--- config.mk ---
export PLATFORM = sky130hd
export DESIGN_NAME = fdc_host_signal_qualifier
export DESIGN_NICKNAME = d
export VERILOG_FILES = /design/src/pkg/fdc_qual_pkg.sv /design/src/fdc_host_signal_qualifier.sv
export SDC_FILE = /design/constraint.sdc
export NUM_CORES = 1
export LEC_CHECK = 0
export BUFFER_PORTS_ARGS = -buffer_cell sky130_fd_sc_hd__buf_4
export CAP_MARGIN = 20
export CORE_UTILIZATION = 44
export DETAILED_ROUTE_END_ITERATION = 16
export PLACE_DENSITY = 0.8
export SYNTH_ARGS = -nofsm -noshare
export SYNTH_HDL_FRONTEND = slang
export SYNTH_SLANG_ARGS = --single-unit
--- constraint.sdc ---
create_clock -name CLK_SYS_I -period 2.21 [get_ports CLK_SYS_I]
set_clock_uncertainty 0.2 [all_clocks]
set_input_delay 0.442 -clock CLK_SYS_I [delete_from_list [all_inputs] [get_ports CLK_SYS_I]]
set_output_delay 0.442 -clock CLK_SYS_I [all_outputs]
set_load 0.02 [all_outputs]
--- src/pkg/fdc_qual_pkg.sv ---
package fdc_qual_pkg;

  // wishbone register byte offsets
  localparam logic [3:0] REG_CONFIG = 4'h0;
  localparam logic [3:0] REG_STATE = 4'h4;
  localparam logic [3:0] REG_EVENTS = 4'h8;
  localparam logic [3:0] REG_MASK = 4'hC;

  // config fields
  localparam int CFG_MODE_LSB = 0;
  localparam int CFG_DMA_SEL_BIT = 2;

  // operations register: bit holding the dma gate
  localparam int OPS_DMA_GATE_BIT = 0;

  // event bit positions
  localparam int EV_XFER_END = 0;
  localparam int EV_CMD_DONE = 1;
  localparam int EV_ABNORMAL = 2;
  localparam int EV_MEDIA_SWAP = 3;
  localparam int EV_WIDTH = 4;

  // state register fields
  localparam int ST_OPS_LSB = 0;
  localparam int ST_CTL_LSB = 2;
  localparam int ST_ALT_BIT = 4;
  localparam int ST_IRQ_BIT = 5;
  localparam int ST_MODE_LSB = 6;

  // control register code that picks the alternate rate clock
  localparam logic [1:0] RATE_ALT_CODE = 2'h1;

  // reset values
  localparam logic [1:0] OPS_RESET = 2'h0;
  localparam logic [1:0] CTL_RESET = 2'h0;
  localparam logic [EV_WIDTH-1:0] MASK_RESET = 4'h0;

  typedef enum logic [1:0] {
    MODE_BASE = 2'b00,
    MODE_SPECIAL = 2'b01,
    MODE_ALT_AT = 2'b10
  } op_mode_t;

  // host pins as sampled, strobes active low
  typedef struct packed {
    logic rd_n;
    logic wr_n;
    logic cs_n;
    logic port_select_line;
    logic dma_ack_in_n;
    logic transfer_end_in;
    logic ops_reg_load_sel_n;
    logic ctl_reg_load_sel_n;
    logic media_swap_report_en_n;
    logic media_swap_in_n;
    logic [7:0] data;
  } host_pins_t;

  // signals from the sequencer core
  typedef struct packed {
    logic exec_done;
    logic byte_req;
    logic [7:0] main_status;
    logic [7:0] read_data;
  } core_side_t;

endpackage

--- src/fdc_host_signal_qualifier.sv ---
`timescale 1ns/1ps
// What this block does
// transfer end is taken as end of transfer, needing dma acknowledge in dma execution but not in programmed io outside alternate-at mode.
// in special or alternate-at mode, an acknowledge qualifies transfer end only while the dma gate bit is set.
// in alternate-at mode, transfer end always needs dma acknowledge, dma or not.
// a programmed io command in alternate-at mode reports abnormal termination when it completes.
// the data bus is 8 bits, bit 0 lsb, bit 7 msb, and is driven only during reads.
// the dma request asks for one byte; in special or alternate-at mode it floats unless the gate bit is set.
// interrupt rises on command completion, and in non-dma mode also on each byte request.
// interrupt is always driven in base mode and floats in other modes unless the gate bit is set.
// with swap reporting enabled low, a read with the control decode low puts media swap status on data bit seven.
// the operations decode with the write strobe latches the two low data bits into the operations register.
// the control decode with the write strobe latches the two low data bits into the control register.
// reset idles the sequencer, resets outputs and selects base mode.
// the drive sends raw read data where each falling edge is one flux transition.
// the alternate rate clock is used only when the control register selects that rate.
// dma acknowledge acts as a selected data port access, honoured in special or alternate-at mode only with the gate set.
// the host uses the port select line high for data, low for status, and never writes with it low.
// in base mode the gate bit is ignored and acknowledge, transfer end and output enables count as qualified.
module fdc_host_signal_qualifier
  import fdc_qual_pkg::*;
(
  // clock and reset
  input wire logic CLK_SYS_I,
  input wire logic SRST_I,
  // wishbone slave
  input wire logic CYC_I,
  input wire logic STB_I,
  input wire logic WE_I,
  input wire logic [3:0] ADR_I,
  input wire logic [3:0] SEL_I,
  input wire logic [31:0] DAT_I,
  output logic [31:0] DAT_O,
  output logic ACK_O,
  output logic INT_O,
  // host pins
  input wire host_pins_t HOST_I,
  output logic [7:0] DB_O,
  output logic DB_OE_O,
  output logic DMA_REQ_O,
  output logic DMA_REQ_OE_O,
  output logic IRQ_O,
  output logic IRQ_OE_O,
  // sequencer core side
  input wire core_side_t CORE_I,
  output logic DATA_WR_STB_O,
  output logic [7:0] DATA_WR_O,
  output logic DATA_RD_STB_O,
  output logic XFER_END_O,
  output logic ABNORMAL_END_O,
  output logic SEQ_IDLE_O,
  // drive and clock side
  input wire logic RAW_READ_STREAM_I,
  output logic FLUX_EDGE_O,
  output logic ALT_RATE_CLOCK_SEL_O
);

  op_mode_t mode_q;
  logic dma_sel_q;
  logic [1:0] ops_q;
  logic [1:0] ctl_q;
  logic [EV_WIDTH-1:0] events_q;
  logic [EV_WIDTH-1:0] mask_q;
  logic irq_pend_q;
  logic tc_seen_q;
  logic raw_prev_q;
  logic swap_rd_prev_q;
  logic rd_prev_q;
  logic wr_prev_q;

  // decode shared by several strobes
  function automatic logic gate_open(input op_mode_t m, input logic gate);
    gate_open = (m == MODE_BASE) | gate;
  endfunction

  // wishbone write decode shared by the config, events and mask registers
  function automatic logic wb_write_hit(input logic wr, input logic [3:0] adr, input logic [3:0] off,
    input logic [3:0] sel);
    wb_write_hit = wr && (adr == off) && sel[0];
  endfunction

  logic is_base;
  logic is_alt_at;
  logic gate_ok;
  logic dma_ack_in_ok;
  logic need_dma_ack_in;
  logic tc_qual;
  logic data_access;
  logic host_rd;
  logic host_wr;
  logic swap_rd;
  logic [EV_WIDTH-1:0] ev_set;
  logic bus_req;
  logic bus_wr;
  logic cfg_wr;
  logic events_wr;
  logic mask_wr;
  logic [31:0] rd_word;

  assign is_base = (mode_q == MODE_BASE);
  assign is_alt_at = (mode_q == MODE_ALT_AT);
  assign gate_ok = gate_open(mode_q, ops_q[OPS_DMA_GATE_BIT]);
  assign dma_ack_in_ok = !HOST_I.dma_ack_in_n && gate_ok;
  assign need_dma_ack_in = is_alt_at || dma_sel_q;
  assign tc_qual = HOST_I.transfer_end_in && (!need_dma_ack_in || dma_ack_in_ok);
  // acknowledge stands in for chip select with the data port picked
  assign data_access = (!HOST_I.cs_n && HOST_I.port_select_line) || dma_ack_in_ok;
  assign host_rd = !HOST_I.rd_n && (!HOST_I.cs_n || dma_ack_in_ok);
  // writes with the port select low are not expected from the host
  assign host_wr = !HOST_I.wr_n && data_access;
  assign swap_rd = !HOST_I.rd_n && !HOST_I.ctl_reg_load_sel_n && !HOST_I.media_swap_report_en_n;
  assign bus_req = CYC_I && STB_I && !ACK_O;
  assign bus_wr = bus_req && WE_I;
  assign cfg_wr = wb_write_hit(bus_wr, ADR_I, REG_CONFIG, SEL_I);
  assign events_wr = wb_write_hit(bus_wr, ADR_I, REG_EVENTS, SEL_I);
  assign mask_wr = wb_write_hit(bus_wr, ADR_I, REG_MASK, SEL_I);

  assign ev_set[EV_XFER_END] = tc_qual && !tc_seen_q;
  assign ev_set[EV_CMD_DONE] = CORE_I.exec_done;
  assign ev_set[EV_ABNORMAL] = CORE_I.exec_done && is_alt_at && !dma_sel_q;
  assign ev_set[EV_MEDIA_SWAP] = swap_rd && !swap_rd_prev_q && !HOST_I.media_swap_in_n;

  // software configuration
  always_ff @(posedge CLK_SYS_I) begin
    if (SRST_I) begin
      mode_q <= MODE_BASE;
      dma_sel_q <= 1'b0;
      mask_q <= MASK_RESET;
    end else if (cfg_wr) begin
      case (DAT_I[CFG_MODE_LSB +: 2])
        2'h0: mode_q <= MODE_BASE;
        2'h1: mode_q <= MODE_SPECIAL;
        2'h2: mode_q <= MODE_ALT_AT;
        default: mode_q <= mode_q;
      endcase
      dma_sel_q <= DAT_I[CFG_DMA_SEL_BIT];
    end else if (mask_wr) begin
      mask_q <= DAT_I[EV_WIDTH-1:0];
    end
  end

  // operations and control registers, latched from the host pins
  // no chip select here: each decode pin is its own select
  always_ff @(posedge CLK_SYS_I) begin
    if (SRST_I) begin
      ops_q <= OPS_RESET;
      ctl_q <= CTL_RESET;
    end else begin
      if (!HOST_I.wr_n && !HOST_I.ops_reg_load_sel_n) begin
        ops_q <= HOST_I.data[1:0];
      end
      if (!HOST_I.wr_n && !HOST_I.ctl_reg_load_sel_n) begin
        ctl_q <= HOST_I.data[1:0];
      end
    end
  end

  // sticky events; a set in the clearing cycle wins
  always_ff @(posedge CLK_SYS_I) begin
    if (SRST_I) begin
      events_q <= '0;
    end else if (events_wr) begin
      events_q <= (events_q & ~DAT_I[EV_WIDTH-1:0]) | ev_set;
    end else begin
      events_q <= events_q | ev_set;
    end
  end

  // host interrupt pending: cleared by a data port read, set wins
  always_ff @(posedge CLK_SYS_I) begin
    if (SRST_I) begin
      irq_pend_q <= 1'b0;
    end else if (CORE_I.exec_done) begin
      irq_pend_q <= 1'b1;
    end else if (host_rd && data_access && !rd_prev_q) begin
      irq_pend_q <= 1'b0;
    end
  end

  // edge history
  always_ff @(posedge CLK_SYS_I) begin
    if (SRST_I) begin
      tc_seen_q <= 1'b0;
      raw_prev_q <= 1'b1;
      swap_rd_prev_q <= 1'b0;
      rd_prev_q <= 1'b0;
      wr_prev_q <= 1'b0;
    end else begin
      tc_seen_q <= tc_qual;
      raw_prev_q <= RAW_READ_STREAM_I;
      swap_rd_prev_q <= swap_rd;
      rd_prev_q <= host_rd;
      wr_prev_q <= host_wr;
    end
  end

  // host data bus, driven only while a read is in progress
  always_ff @(posedge CLK_SYS_I) begin
    if (SRST_I) begin
      DB_O <= 8'h00;
      DB_OE_O <= 1'b0;
    end else begin
      DB_OE_O <= host_rd || swap_rd;
      if (swap_rd) begin
        DB_O <= {!HOST_I.media_swap_in_n, 7'h00};
      end else if (data_access) begin
        DB_O <= CORE_I.read_data;
      end else begin
        DB_O <= CORE_I.main_status;
      end
    end
  end

  // request outputs and their enables
  always_ff @(posedge CLK_SYS_I) begin
    if (SRST_I) begin
      DMA_REQ_O <= 1'b0;
      DMA_REQ_OE_O <= 1'b1;
      IRQ_O <= 1'b0;
      IRQ_OE_O <= 1'b1;
    end else begin
      DMA_REQ_O <= CORE_I.byte_req && dma_sel_q;
      DMA_REQ_OE_O <= gate_ok;
      IRQ_O <= irq_pend_q || (CORE_I.byte_req && !dma_sel_q);
      IRQ_OE_O <= gate_ok;
    end
  end

  // strobes toward the core; one pulse per data port access
  always_ff @(posedge CLK_SYS_I) begin
    if (SRST_I) begin
      DATA_WR_STB_O <= 1'b0;
      DATA_WR_O <= 8'h00;
      DATA_RD_STB_O <= 1'b0;
      XFER_END_O <= 1'b0;
      ABNORMAL_END_O <= 1'b0;
      SEQ_IDLE_O <= 1'b1;
      FLUX_EDGE_O <= 1'b0;
      ALT_RATE_CLOCK_SEL_O <= 1'b0;
    end else begin
      DATA_WR_STB_O <= host_wr && !wr_prev_q;
      if (host_wr) begin
        DATA_WR_O <= HOST_I.data;
      end
      DATA_RD_STB_O <= host_rd && data_access && !rd_prev_q;
      XFER_END_O <= ev_set[EV_XFER_END];
      ABNORMAL_END_O <= ev_set[EV_ABNORMAL];
      // idle from reset until the host first writes the data port or reads either port
      if (host_wr || host_rd) begin
        SEQ_IDLE_O <= 1'b0;
      end
      FLUX_EDGE_O <= raw_prev_q && !RAW_READ_STREAM_I;
      ALT_RATE_CLOCK_SEL_O <= (ctl_q == RATE_ALT_CODE);
    end
  end

  // register read mux; unmapped offsets read as zero
  always_comb begin
    rd_word = 32'h0000_0000;
    case (ADR_I)
      REG_CONFIG: begin
        rd_word[CFG_MODE_LSB +: 2] = mode_q;
        rd_word[CFG_DMA_SEL_BIT] = dma_sel_q;
      end
      REG_STATE: begin
        rd_word[ST_OPS_LSB +: 2] = ops_q;
        rd_word[ST_CTL_LSB +: 2] = ctl_q;
        rd_word[ST_ALT_BIT] = ALT_RATE_CLOCK_SEL_O;
        rd_word[ST_IRQ_BIT] = irq_pend_q;
        rd_word[ST_MODE_LSB +: 2] = mode_q;
      end
      REG_EVENTS: rd_word[EV_WIDTH-1:0] = events_q;
      REG_MASK: rd_word[EV_WIDTH-1:0] = mask_q;
      default: rd_word = 32'h0000_0000;
    endcase
  end

  // wishbone answer: one wait state, unmapped reads return zero
  always_ff @(posedge CLK_SYS_I) begin
    if (SRST_I) begin
      ACK_O <= 1'b0;
      DAT_O <= 32'h0000_0000;
    end else begin
      ACK_O <= bus_req;
      DAT_O <= 32'h0000_0000;
      if (bus_req && !WE_I) begin
        DAT_O <= rd_word;
      end
    end
  end

  // level interrupt toward software
  always_ff @(posedge CLK_SYS_I) begin
    if (SRST_I) begin
      INT_O <= 1'b0;
    end else begin
      INT_O <= |(events_q & mask_q);
    end
  end

endmodule // fdc_host_signal_qualifier

== After elaboration in Yosys (flattened, before gate mapping) ==
Cells that the tools add are included.
W data, S select, Z words.

* Flip-flop bits (word level): 82
* Latch bits: 0
* Memory bits (writable): 0
* ROM bits: 0
* Input port bits: 82
* Output and inout bits: 62
* Memories kept: 0

* Add/sub/neg operators: 0
* Multipliers: 0
* Div/mod/pow operators: 0
* Magnitude comparators: 0
* Eq/ne operators: 7
* Shifts and indexed selects: 0
* Mux-type cells: 8
* Bitwise operators: 9
* Reduce and logical (&&, ||, !) cells: 65

{| class="wikitable"
|+ Operators by type and width
! operator !! number
|-
| $logic_and A1 B1 Y1 || 30
|-
| $logic_not A1 Y1 || 17
|-
| $mux W8 || 2
|-
| $pmux W3 S4 || 1
|-
| $and A4 B4 Y4 || 2
|-
| $eq A4 B4 Y1 const B || 2
|-
| $or A4 B4 Y4 || 2
|-
| $logic_or A1 B1 Y1 || 7
|-
| $pmux W2 S3 || 1
|-
| $eq A2 B1 Y1 const B || 2
|-
| $eq A2 B2 Y1 const B || 2
|-
| $eq A4 B3 Y1 const B || 1
|-
| $logic_not A2 Y1 || 2
|-
| $logic_not A4 Y1 || 1
|-
| $mux W4 || 1
|-
| $not A4 Y4 || 1
|-
| $reduce_and A2 Y1 || 2
|-
| $reduce_or A2 Y1 || 2
|-
| $reduce_or A4 Y1 || 1
|-
| $not A1 Y1 || 3
|-
| $pmux W1 S3 || 1
|-
| $reduce_bool A3 Y1 || 1
|-
| $reduce_or A3 Y1 || 1
|-
| $mux W1 || 2
|-
| other kinds (2) || 2
|}

== Depth between registers and ports, before layout ==
Gate-level depths: netlist (run 1).

* Depth in word-level cells: 9
* Gate-level depth with buffers: 5

== Least setup slack after synthesis (run 1) ==
No wires, ideal clock.

* Kind: input port to flip-flop
* Start: input port ADR_I[1]
* End: register mode_q[1]
* Library setup time: 0.079 ns
* Arrival: 1.622 ns
* Data required time: 1.931 ns
* Path slack: 0.308 ns
* Cell stages on the path: 4
* Cells stage by stage: or3_1 buf_2 or4b_4 a211oi_2

* Longest elaborated chain between the ends: 4

{| class="wikitable"
|+ RTL lines
! element !! RTL line !! RTL
|-
| from (decl) || fdc_host_signal_qualifier.sv:30 || <nowiki>input wire logic [3:0] ADR_I,</nowiki>
|-
| $logic_not A4 Y1 || fdc_host_signal_qualifier.sv:79 || <nowiki>wb_write_hit = wr && (adr == off) && sel[0];</nowiki>
|-
| $logic_and A1 B1 Y1 (2 in a row) || fdc_host_signal_qualifier.sv:79 ||
|-
| $reduce_and A2 Y1 (no line) || - ||
|-
| to (signal assigned) || fdc_host_signal_qualifier.sv:134 || <nowiki>default: mode_q <= mode_q;</nowiki>
|-
| to (decl) || fdc_host_signal_qualifier.sv:58 || <nowiki>op_mode_t mode_q;</nowiki>
|}

No other way between the ends.
A chain may end at the register's enable or synchronous reset.

== Worst setup path after layout (run 1) ==
* Start: register ACK_O
* End: register mode_q[0]

* Longest elaborated chain between the ends: 6

{| class="wikitable"
|+ RTL lines
! element !! RTL line !! RTL
|-
| from (decl) || fdc_host_signal_qualifier.sv:34 || <nowiki>output logic ACK_O,</nowiki>
|-
| from (signal assigned) || fdc_host_signal_qualifier.sv:284 || <nowiki>ACK_O <= bus_req;</nowiki>
|-
| $logic_not A1 Y1 || fdc_host_signal_qualifier.sv:112 || <nowiki>assign bus_req = CYC_I && STB_I && !ACK_O;</nowiki>
|-
| $logic_and A1 B1 Y1 || fdc_host_signal_qualifier.sv:112 ||
|-
| $logic_and A1 B1 Y1 || fdc_host_signal_qualifier.sv:113 || <nowiki>assign bus_wr = bus_req && WE_I;</nowiki>
|-
| $logic_and A1 B1 Y1 (2 in a row) || fdc_host_signal_qualifier.sv:79 ||
|-
| $reduce_and A2 Y1 (no line) || - ||
|}

No other way between the ends.

==> metrics, run 1 <==
status finished clean; min-delay worst type in -> reg; max cap viols 0; die width ~78 um; Worst R2R End mode_q[0]$_SDFFE_PP0P_; clk_lat worst skew between 300 and 400 ps; Mapped Area ~2500 um^2; fin crit period approximately 1900 ps; global-route wire length before repair between 9000 and 10000 um; die area around 6000 um^2; Setup crit end kind flip-flop; vias in the first global route between 2000 and 2500; CP max-delay cell nor4b_1; Final TNS setup 0 ps; R2R cell count 4; top cells by area, synth dfxtp_1 (46%), buf_4 (7.5%), nand2_1 (5.4%), mux2i_1 (5.2%), a21oi_1 (3.2%); CTS tree built; clk buf depth 2; Clock transition at path regs 70 ps; Top Layer Used met4; count of input and output buffers 88; setup bufs post-CTS 0; num rows 27; fillers 487; CP Data Arrival Time slightly below 2000 ps; DPL Wire Length ~4500 um; Critical Path Max Stage Delay between 500 and 600 ps; Metal-1 WL 2610 um; worst endpoint required time about 2300 ps; Slew Limit Headroom 0.612; worst hold path endpoint raw_prev_q$_SDFF_PP1_; Fin. Hold Viols 0; Crit path max-delay family simple AND/OR/NAND/NOR gates; Peak VDD IR between 0.4 and 0.5 mV; crit path buf inv count 1; Root Driver clkbuf_8; Primary FF master, synth dfxtp_1; worst slew pin tran between 500 and 600 ps; routed vias 2264; CP Launch Type flip-flop; Synth async-reset ratio 0; endpoints failing setup 0; Worst Path Max Fanout 7; Ports 144; largest area contributor in the synthesized netlist dfxtp_1; final-report max-slew violation count 0; final wirelength approximately 6300 um; FF-to-FF Start ACK_O$_SDFF_PP0_; hold-fix buffer count after cts 0; share of the synthesized area in the top cell type 0.461; met2 WL between 3000 and 4000 um; Num Clock Sinks between 50 and 60; share of the yosys chip area belonging to registers 0.461; drt pass-1 iters 4; Routed Antenna Nets 0; Hold Crit Depth 2; Fmax around 540 MHz; Num CTS Buffers 9; yosys warns 0; routed vias/inst approximately 5.2; Post-synth EDFFs 0; area grow syn2layout 34.7%; WL met3 410 um; cells after synthesis about 270; WS Path Type reg -> reg; CP cell instances nand3b_1 -> buf_4 -> nor4b_1 -> o211a_1; GPL Wtd Cong roughly 0.83; Synth cell types 50; period utilization 0.839; gr usage total 0.211; Leak between 1.5 and 2 nW; layout net count roughly 450; die height about 78 um; core area between 5000 and 6000 um^2; layout cells sized above 1 0.327; Post-CTS Resized 0; H-tree Lvls 3; RSZ-0062 raised after global routing no; Routed WL per cell approximately 14 um; ant diodes 0; post-route DRC violation count 0; initial DRC count 177; Avg Cell Area, Syn 9.22 um^2; initial antenna violation count 0; worst hold start RAW_READ_STREAM_I; Starting Density 0.457; #FFs+latches synth 58; hold slack about 110 ps; Critical path origin ACK_O$_SDFF_PP0_; r2r setup slk around 360 ps; final global-route overflow total 0; largest net degree at the start of global routing 20; PwrDens 756 nW/um^2
[power by group]
group | internal, W | switching (W)
Clock | 0.000692 | 0.000416
Sequential | 0.00109 | 0.0000202
Combinational | 0.000152 | 0.000196
Total | 0.00193 | 0.000632
[layout by cell type (no fill, tap or decap), types with 2 or more instances in the layout]
cell,netlist,routed
nor2b_1,7,7
o21ai_0,5,5
or3_1,4,4
clkbuf_1,12,2
conb_1,1,24
nand2_1,36,36
buf_4,25,98
nand4_1,7,7
nor4_1,7,7
nand3_1,3,3
nand2b_1,4,4
and2_1,3,3
o31ai_1,7,7
nor3b_1,2,2
dfxtp_1,58,58
nor2_1,15,15
a31o_1,2,2
a21oi_1,16,16
clkbuf_8,0,11
mux2i_1,13,13
a22oi_1,2,2
nand3b_1,2,2
nor3_1,4,4
inv_1,7,7
mux4_1,2,2
bufinv_16,0,2
[flip-flops by register name, summed over array words and instances, names as in the netlist, 2 cells and up]
signal	cells
DAT_O	8
DATA_WR_O	8
mask_q	4
ctl_q	2
events_q	4
ops_q	2
DB_O	8
mode_q	2
[layout make-up]
cell class / count / area (um^2) / area share
clock inverters: 2 / 60.1 / 0.0177
multi-input cells: 188 / 1160 / 0.341
inverters: 8 / 30.0 / 0.00885
flip-flops and latches: 58 / 1160 / 0.342
well taps: 72 / 90.1 / 0.0266
repair buffers: 98 / 736 / 0.217
clock buffers: 13 / 159 / 0.0468
[worst max-delay path by stage]
stage | slack [ps] | endpoint | cells after the start
after floorplan | 310 | mode_q[1]$_SDFFE_PP0P_ | 4
after global placement | 240 | mode_q[1]$_SDFFE_PP0P_ | 4
after detailed placement | 220 | mode_q[1]$_SDFFE_PP0P_ | 4
after CTS | 350 | mode_q[0]$_SDFFE_PP0P_ | 4
after global routing | 250 | mode_q[0]$_SDFFE_PP0P_ | 4
final | 360 | mode_q[0]$_SDFFE_PP0P_ | 4
[cell usage after synthesis, types with 2 or more instances]
| master | instances |
|---|---|
| o21ai_0 | 5 |
| nor3b_1 | 2 |
| a22oi_1 | 2 |
| nand4_1 | 7 |
| dfxtp_1 | 58 |
| buf_4 | 25 |
| a21oi_1 | 16 |
| nor4_1 | 7 |
| o31ai_1 | 7 |
| clkbuf_1 | 12 |
| nor2_1 | 15 |
| a31o_1 | 2 |
| nand2b_1 | 4 |
| mux4_1 | 2 |
| inv_1 | 7 |
| nand2_1 | 36 |
| and2_1 | 3 |
| or3_1 | 4 |
| nand3b_1 | 2 |
| nor2b_1 | 7 |
| buf_2 | 4 |
| nor3_1 | 4 |
| nand3_1 | 3 |
| mux2i_1 | 13 |
[routing by layer]
| metal | track usage | vias to the layer above |
|---|---|---|
| met5 | 0 | - |
| met4 | 0.140 | 0 |
| met3 | 0.0565 | 21 |
| met2 | 0.352 | 105 |
| met1 | 0.235 | 1058 |
| li1 | - | 1080 |
[logic make-up (layout without fill, tap and decap cells)]
logic type | Yosys count | after routing | synth area share
buffers and inverters | 50 | 121 | 0.114
AO/OA/AOI/OAI | 43 | 43 | 0.120
multiplexers | 17 | 17 | 0.0860
AND/OR/NAND/NOR | 104 | 104 | 0.217
other | 1 | 24 | 0.00149
flip-flops | 58 | 58 | 0.461
[metrics by stage]
step	utilization	area, um^2	setup slack, ps	instances	total power [W]
4_1_cts	0.616	3390	345	439	0.00257
6_report	0.616	3390	355	439	0.00256
5_1_grt	0.616	3390	250	439	0.00265
2_1_floorplan	-	2600	308	296	0.00135
3_5_place_dp	0.576	3170	217	424	0.00148
3_3_place_gp	0.576	3170	240	424	0.00147
Power figures use the tool's default switching activity.
==> run 2, diff against run 1 <==
--- a/config.mk
+++ b/config.mk
@@ -7,9 +7,9 @@
 export LEC_CHECK = 0
 export BUFFER_PORTS_ARGS = -buffer_cell sky130_fd_sc_hd__buf_4
 export CAP_MARGIN = 20
-export CORE_UTILIZATION = 44
+export CORE_UTILIZATION = 39
 export DETAILED_ROUTE_END_ITERATION = 16
-export PLACE_DENSITY = 0.8
+export PLACE_DENSITY = 0.75
 export SYNTH_ARGS = -nofsm -noshare
 export SYNTH_HDL_FRONTEND = slang
 export SYNTH_SLANG_ARGS = --single-unit
==> constraint.sdc (replaced) <==
create_clock -name CLK_SYS_I -period 1.7 [get_ports CLK_SYS_I]
set_clock_uncertainty 0.2 [all_clocks]
set_input_delay 0.34 -clock CLK_SYS_I [delete_from_list [all_inputs] [get_ports CLK_SYS_I]]
set_output_delay 0.34 -clock CLK_SYS_I [all_outputs]
set_load 0.02 [all_outputs]
==> metrics, run 2 (same netlist as run 1, synthesis figures left out) <==
worst hold start HOST_I[17]; worst hold path endpoint irq_pend_q$_SDFFE_PP0P_; final global-route overflow total 0; Num Clock Sinks 58; CP cell instances nand3b_1 -> or4b_4 -> a211oi_2; Clock transition at path regs roughly 70 ps; clk_lat worst skew between 300 and 400 ps; hold slack ~53 ps; routed vias/inst roughly 4.9; initial DRC count between 100 and 150; worst slew pin tran around 500 ps; post-route DRC violation count 0; vias in the first global route 2105; die height slightly above 80 um; slack of the critical path between 40 and 50 ps; final wirelength 6310 um; most common cell after layout, fill and taps aside buf_4; CP Data Arrival Time 1710 ps; final-report max-slew violation count 0; GPL Wtd Cong ~0.89; period utilization 0.971; fin area around 3600 um^2; Routed Antenna Nets 0; Peak VDD IR about 0.64 mV; Worst Path Max Fanout 6; global-route wire length before repair just under 10000 um; endpoints failing setup 0; CP Launch Type flip-flop; Routed WL per cell 13.8 um; fin crit period 1650 ps; Hold Crit Depth 2; CP max-delay cell or4b_4; Num CTS Buffers 9; count of input and output buffers 88; num rows 28; Slew Limit Headroom 0.663; Place WS -155 ps; setup bufs post-CTS 0; die width between 80 and 90 um; area grow syn2layout 41.8%; routed vias 2253; Starting Density 0.415; RSZ-0062 raised after global routing yes; FF-to-FF Start ACK_O$_SDFF_PP0_; core area approximately 6000 um^2; Worst R2R End mode_q[1]$_SDFFE_PP0P_; H-tree Lvls 3; initial antenna violation count 0; max cap viols 0; die area ~6800 um^2; PwrDens slightly below 1000 nW/um^2; Fin. Hold Viols 0; Setup crit end kind flip-flop; clk buf depth 2; largest net degree at the start of global routing 30; Fmax ~600 MHz; Critical Path Max Stage Delay about 600 ps; layout net count 458; worst endpoint required time ~1800 ps; drt pass-1 iters 4; status finished clean; R2R cell count 3; layout cells sized above 1 0.354; WS Path Type reg -> reg; Root Driver clkbuf_8; r2r setup slk about 50 ps; DPL Wire Length 4710 um; Leak about 1.6 nW; Top Registers DATA_WR_O: 8 flops, DAT_O: 8 flops, DB_O: 8 flops; fillers approximately 570; CTS tree built; ant diodes 0; min-delay worst type in -> reg; gr usage total 0.195; DP Area around 3300 um^2; commonest cells after routing, fill and taps aside buf_4 (107), dfxtp_1 (58), nand2_1 (36), conb_1 (24), a21oi_1 (16); Ports roughly 140
-- run 2: worst max path at each step --
stage / start / endpoint / slack [ps] / cells after the start
floorplan: ADR_I[1] / mode_q[0]$_SDFFE_PP0P_ / -70 / 4
global placement: ADR_I[1] / mode_q[0]$_SDFFE_PP0P_ / -140 / 6
detailed placement: ADR_I[1] / mode_q[0]$_SDFFE_PP0P_ / -150 / 6
CTS: ACK_O$_SDFF_PP0_ / mode_q[1]$_SDFFE_PP0P_ / 70 / 3
global route: ACK_O$_SDFF_PP0_ / mode_q[1]$_SDFFE_PP0P_ / -20 / 3
finish: ACK_O$_SDFF_PP0_ / mode_q[1]$_SDFFE_PP0P_ / 50 / 3
-- run 2: worst max-delay path, delay by kind of cell, from the launching register on --
kind             cells  cell delay [ps]
AND/OR/NAND/NOR      2              900
AO/OA/AOI/OAI        1              170
flip-flops           1              300
-- run 2: power by group --
| group | leakage (nW) | total (W) | internal (W) | switching, W |
|---|---|---|---|---|
| clock | 0.114 | 0.00150 | 0.000972 | 0.000530 |
| sequential | 0.475 | 0.00144 | 0.00142 | 0.0000261 |
| combinational | 1.02 | 0.000486 | 0.000223 | 0.000263 |
| total | 1.60 | 0.00343 | 0.00261 | 0.000819 |
-- run 2: area by class of cell --
class                      instances  area (um^2)  area share
sequential                        58         1160       0.325
multi-input combinational        188         1180       0.330
inverter                           8         30.0     0.00841
clock inverter                     5          103      0.0287
timing repair buffer             111          873       0.245
clock buffer                      11          131      0.0368
tap                               75         93.8      0.0263
-- run 2: layer usage --
layer,up-vias,share of wire,global-route usage
li1,1118,-,-
met1,1057,0.42,0.231
met2,74,0.50,0.326
met3,4,0.073,0.0659
met4,0,0.0057,0.0737
met5,-,0,0
-- run 2: metrics by stage --
stage / instances / util / setup TNS, ps / power [W]
after global routing: 456 / 0.589 / -20.5 / 0.00355
after global placement: 439 / 0.545 / -865 / 0.00194
final: 456 / 0.589 / 0 / 0.00343
after CTS: 456 / 0.585 / 0 / 0.00345
after detailed placement: 439 / 0.545 / -1160 / 0.00195
after floorplan: 296 / - / -138 / 0.00176
-- run 2: repair_timing --
action / CTS / global route
setup endpoints to repair: 0 / 3
hold endpoints to repair: 1 / 0
hold buffers: 1 / 0
gates resized for setup: 0 / 3
==> run 3, diff against run 2 <==
--- a/config.mk
+++ b/config.mk
@@ -7,9 +7,10 @@
 export LEC_CHECK = 0
 export BUFFER_PORTS_ARGS = -buffer_cell sky130_fd_sc_hd__buf_4
 export CAP_MARGIN = 20
-export CORE_UTILIZATION = 39
+export CORE_UTILIZATION = 47
 export DETAILED_ROUTE_END_ITERATION = 16
-export PLACE_DENSITY = 0.75
+export PLACE_DENSITY = 0.85
+export SETUP_SLACK_MARGIN = 0.15
 export SYNTH_ARGS = -nofsm -noshare
 export SYNTH_HDL_FRONTEND = slang
 export SYNTH_SLANG_ARGS = --single-unit
==> constraint.sdc (replaced) <==
create_clock -name CLK_SYS_I -period 1.9 [get_ports CLK_SYS_I]
set_clock_uncertainty 0.2 [all_clocks]
set_input_delay 0.38 -clock CLK_SYS_I [delete_from_list [all_inputs] [get_ports CLK_SYS_I]]
set_output_delay 0.38 -clock CLK_SYS_I [all_outputs]
set_load 0.02 [all_outputs]
==> metrics, run 3 (same netlist as run 1, synthesis figures left out) <==
status finished clean; clk buf depth 2; final-report max-slew violation count 0; final global-route overflow total 0; gr usage total 0.231; max cap viols 0; endpoints failing setup 0; Top Registers DATA_WR_O: 8 flops, DAT_O: 8 flops, DB_O: 8 flops; DPL Wire Length around 4500 um; ant diodes 0; clk_lat worst skew around 340 ps; CTS tree built; post-route DRC violation count 0; Critical Path Max Stage Delay 540 ps; layout cells sized above 1 0.341; period utilization 0.848; Routed Antenna Nets 0; Num Clock Sinks 58; Clock transition at path regs 60 ps; FF-to-FF Start ACK_O$_SDFF_PP0_; Worst Path Max Fanout 8; worst hold start RAW_READ_STREAM_I; area grow syn2layout 36.6%; layout net count 452; CP Data Arrival Time ~1700 ps; final wirelength about 6200 um; fin area between 3000 and 4000 um^2; Final TNS setup 0 ps; commonest cells after routing, fill and taps aside buf_4 (104), dfxtp_1 (58), nand2_1 (36), conb_1 (24), a21oi_1 (16); CP cell instances nand3b_1 -> buf_4 -> or4_1 -> a21oi_1; vias in the first global route ~2000; PwrDens 829 nW/um^2; worst endpoint required time between 1500 and 2000 ps; Root Driver clkbuf_8; worst slew pin tran 522 ps; CP max-delay cell or4_1; most common cell after layout, fill and taps aside buf_4; drt pass-1 iters 4; largest net degree at the start of global routing 28; routed vias/inst between 5 and 6; fillers around 440; CP Launch Type flip-flop; DP Area approximately 3200 um^2; count of input and output buffers 88; die width 75.2 um; initial antenna violation count 0; min-delay worst type in -> reg; Critical path origin ACK_O$_SDFF_PP0_; fin crit period ~1600 ps; RSZ-0062 raised after global routing no; H-tree Lvls 3; Crit path max-delay family simple AND/OR/NAND/NOR gates; global-route wire length before repair ~9500 um; Routed WL per cell around 14 um; WS Path Type reg -> reg; routed vias 2256; num rows 26; GPL Wtd Cong 0.872; die area around 5700 um^2; Ports between 100 and 150; Leak between 1.5 and 2 nW; Peak VDD IR about 0.48 mV; Fmax between 600 and 700 MHz; Fin. Hold Viols 0; Setup crit end kind flip-flop; die height around 75 um; crit path buf inv count 1; core area just over 5000 um^2; Slew Limit Headroom 0.652; initial DRC count roughly 180; Starting Density 0.490; Num CTS Buffers 9
-- run 3: cell count changes in the layout (fill, tap and decap cells not counted) --
cell,previous run,this run
bufinv_16,3,1
buf_12,3,1
clkbuf_1,2,3
clkbuf_8,9,11
dlygate4sd3_1,1,0
nor4_1,5,6
nor4_4,1,0
clkinvlp_4,1,0
buf_4,107,104
-- run 3: final cells by class --
cell class              instances  area (um^2)  area share
clock buffers                  14          163      0.0473
clock inverters                 2         35.0      0.0102
inverters                       8         30.0     0.00873
multi-input cells             188         1160       0.338
flip-flops and latches         58         1160       0.338
well taps                      70         87.6      0.0255
repair buffers                105          801       0.233
-- run 3: worst register-to-register path, cell delays in order, from the launching register on --
cell      delay, ps
dfxtp_1         300
nand3b_1        160
buf_4           180
or4_1           540
a21oi_1         160
-- run 3: worst paths after layout --
check / end / slack, ps / depth (start not counted)
worst min register to register: DATA_WR_STB_O$_SDFF_PP0_ / 200 / 1
worst max register to register: DAT_O[3]$_SDFF_PP0_ / 290 / 4
worst min-delay path: raw_prev_q$_SDFF_PP1_ / 50 / 2
worst max-delay path: DAT_O[3]$_SDFF_PP0_ / 290 / 4
-- run 3: per-layer routing --
metal	global-route usage	share of wire	vias to the layer above
met2	0.361	0.49	94
met5	0	0	-
met1	0.282	0.42	1042
met4	0.154	0.035	0
met3	0.0589	0.059	21
li1	-	-	1099
-- run 3: power breakdown --
group          leakage [nW]  switching (W)  total (W)  internal (W)
Sequential            0.475      0.0000234    0.00129       0.00127
Combinational         0.976       0.000232   0.000418      0.000186
Clock                 0.101       0.000466    0.00114      0.000677
Total                  1.55       0.000722    0.00285       0.00213
-- run 3: per-stage QoR --
stage	util	hold WS, ps	std cells	power [W]	setup slack, ps
6_report	0.669	51.9	445	0.00285	288
5_1_grt	0.669	58.0	445	0.00297	197
4_1_cts	0.668	45.6	444	0.00286	193
3_5_place_dp	0.628	192	428	0.00173	2.52
3_3_place_gp	0.628	189	428	0.00172	21.7
2_1_floorplan	-	176	296	0.00157	89.8
-- run 3: repair_timing --
item,4_1_cts,5_1_grt
hold endpoints to repair,0,0
hold buffers,0,0
setup buffers,0,1
resized for setup,1,0
setup endpoints to repair,1,11
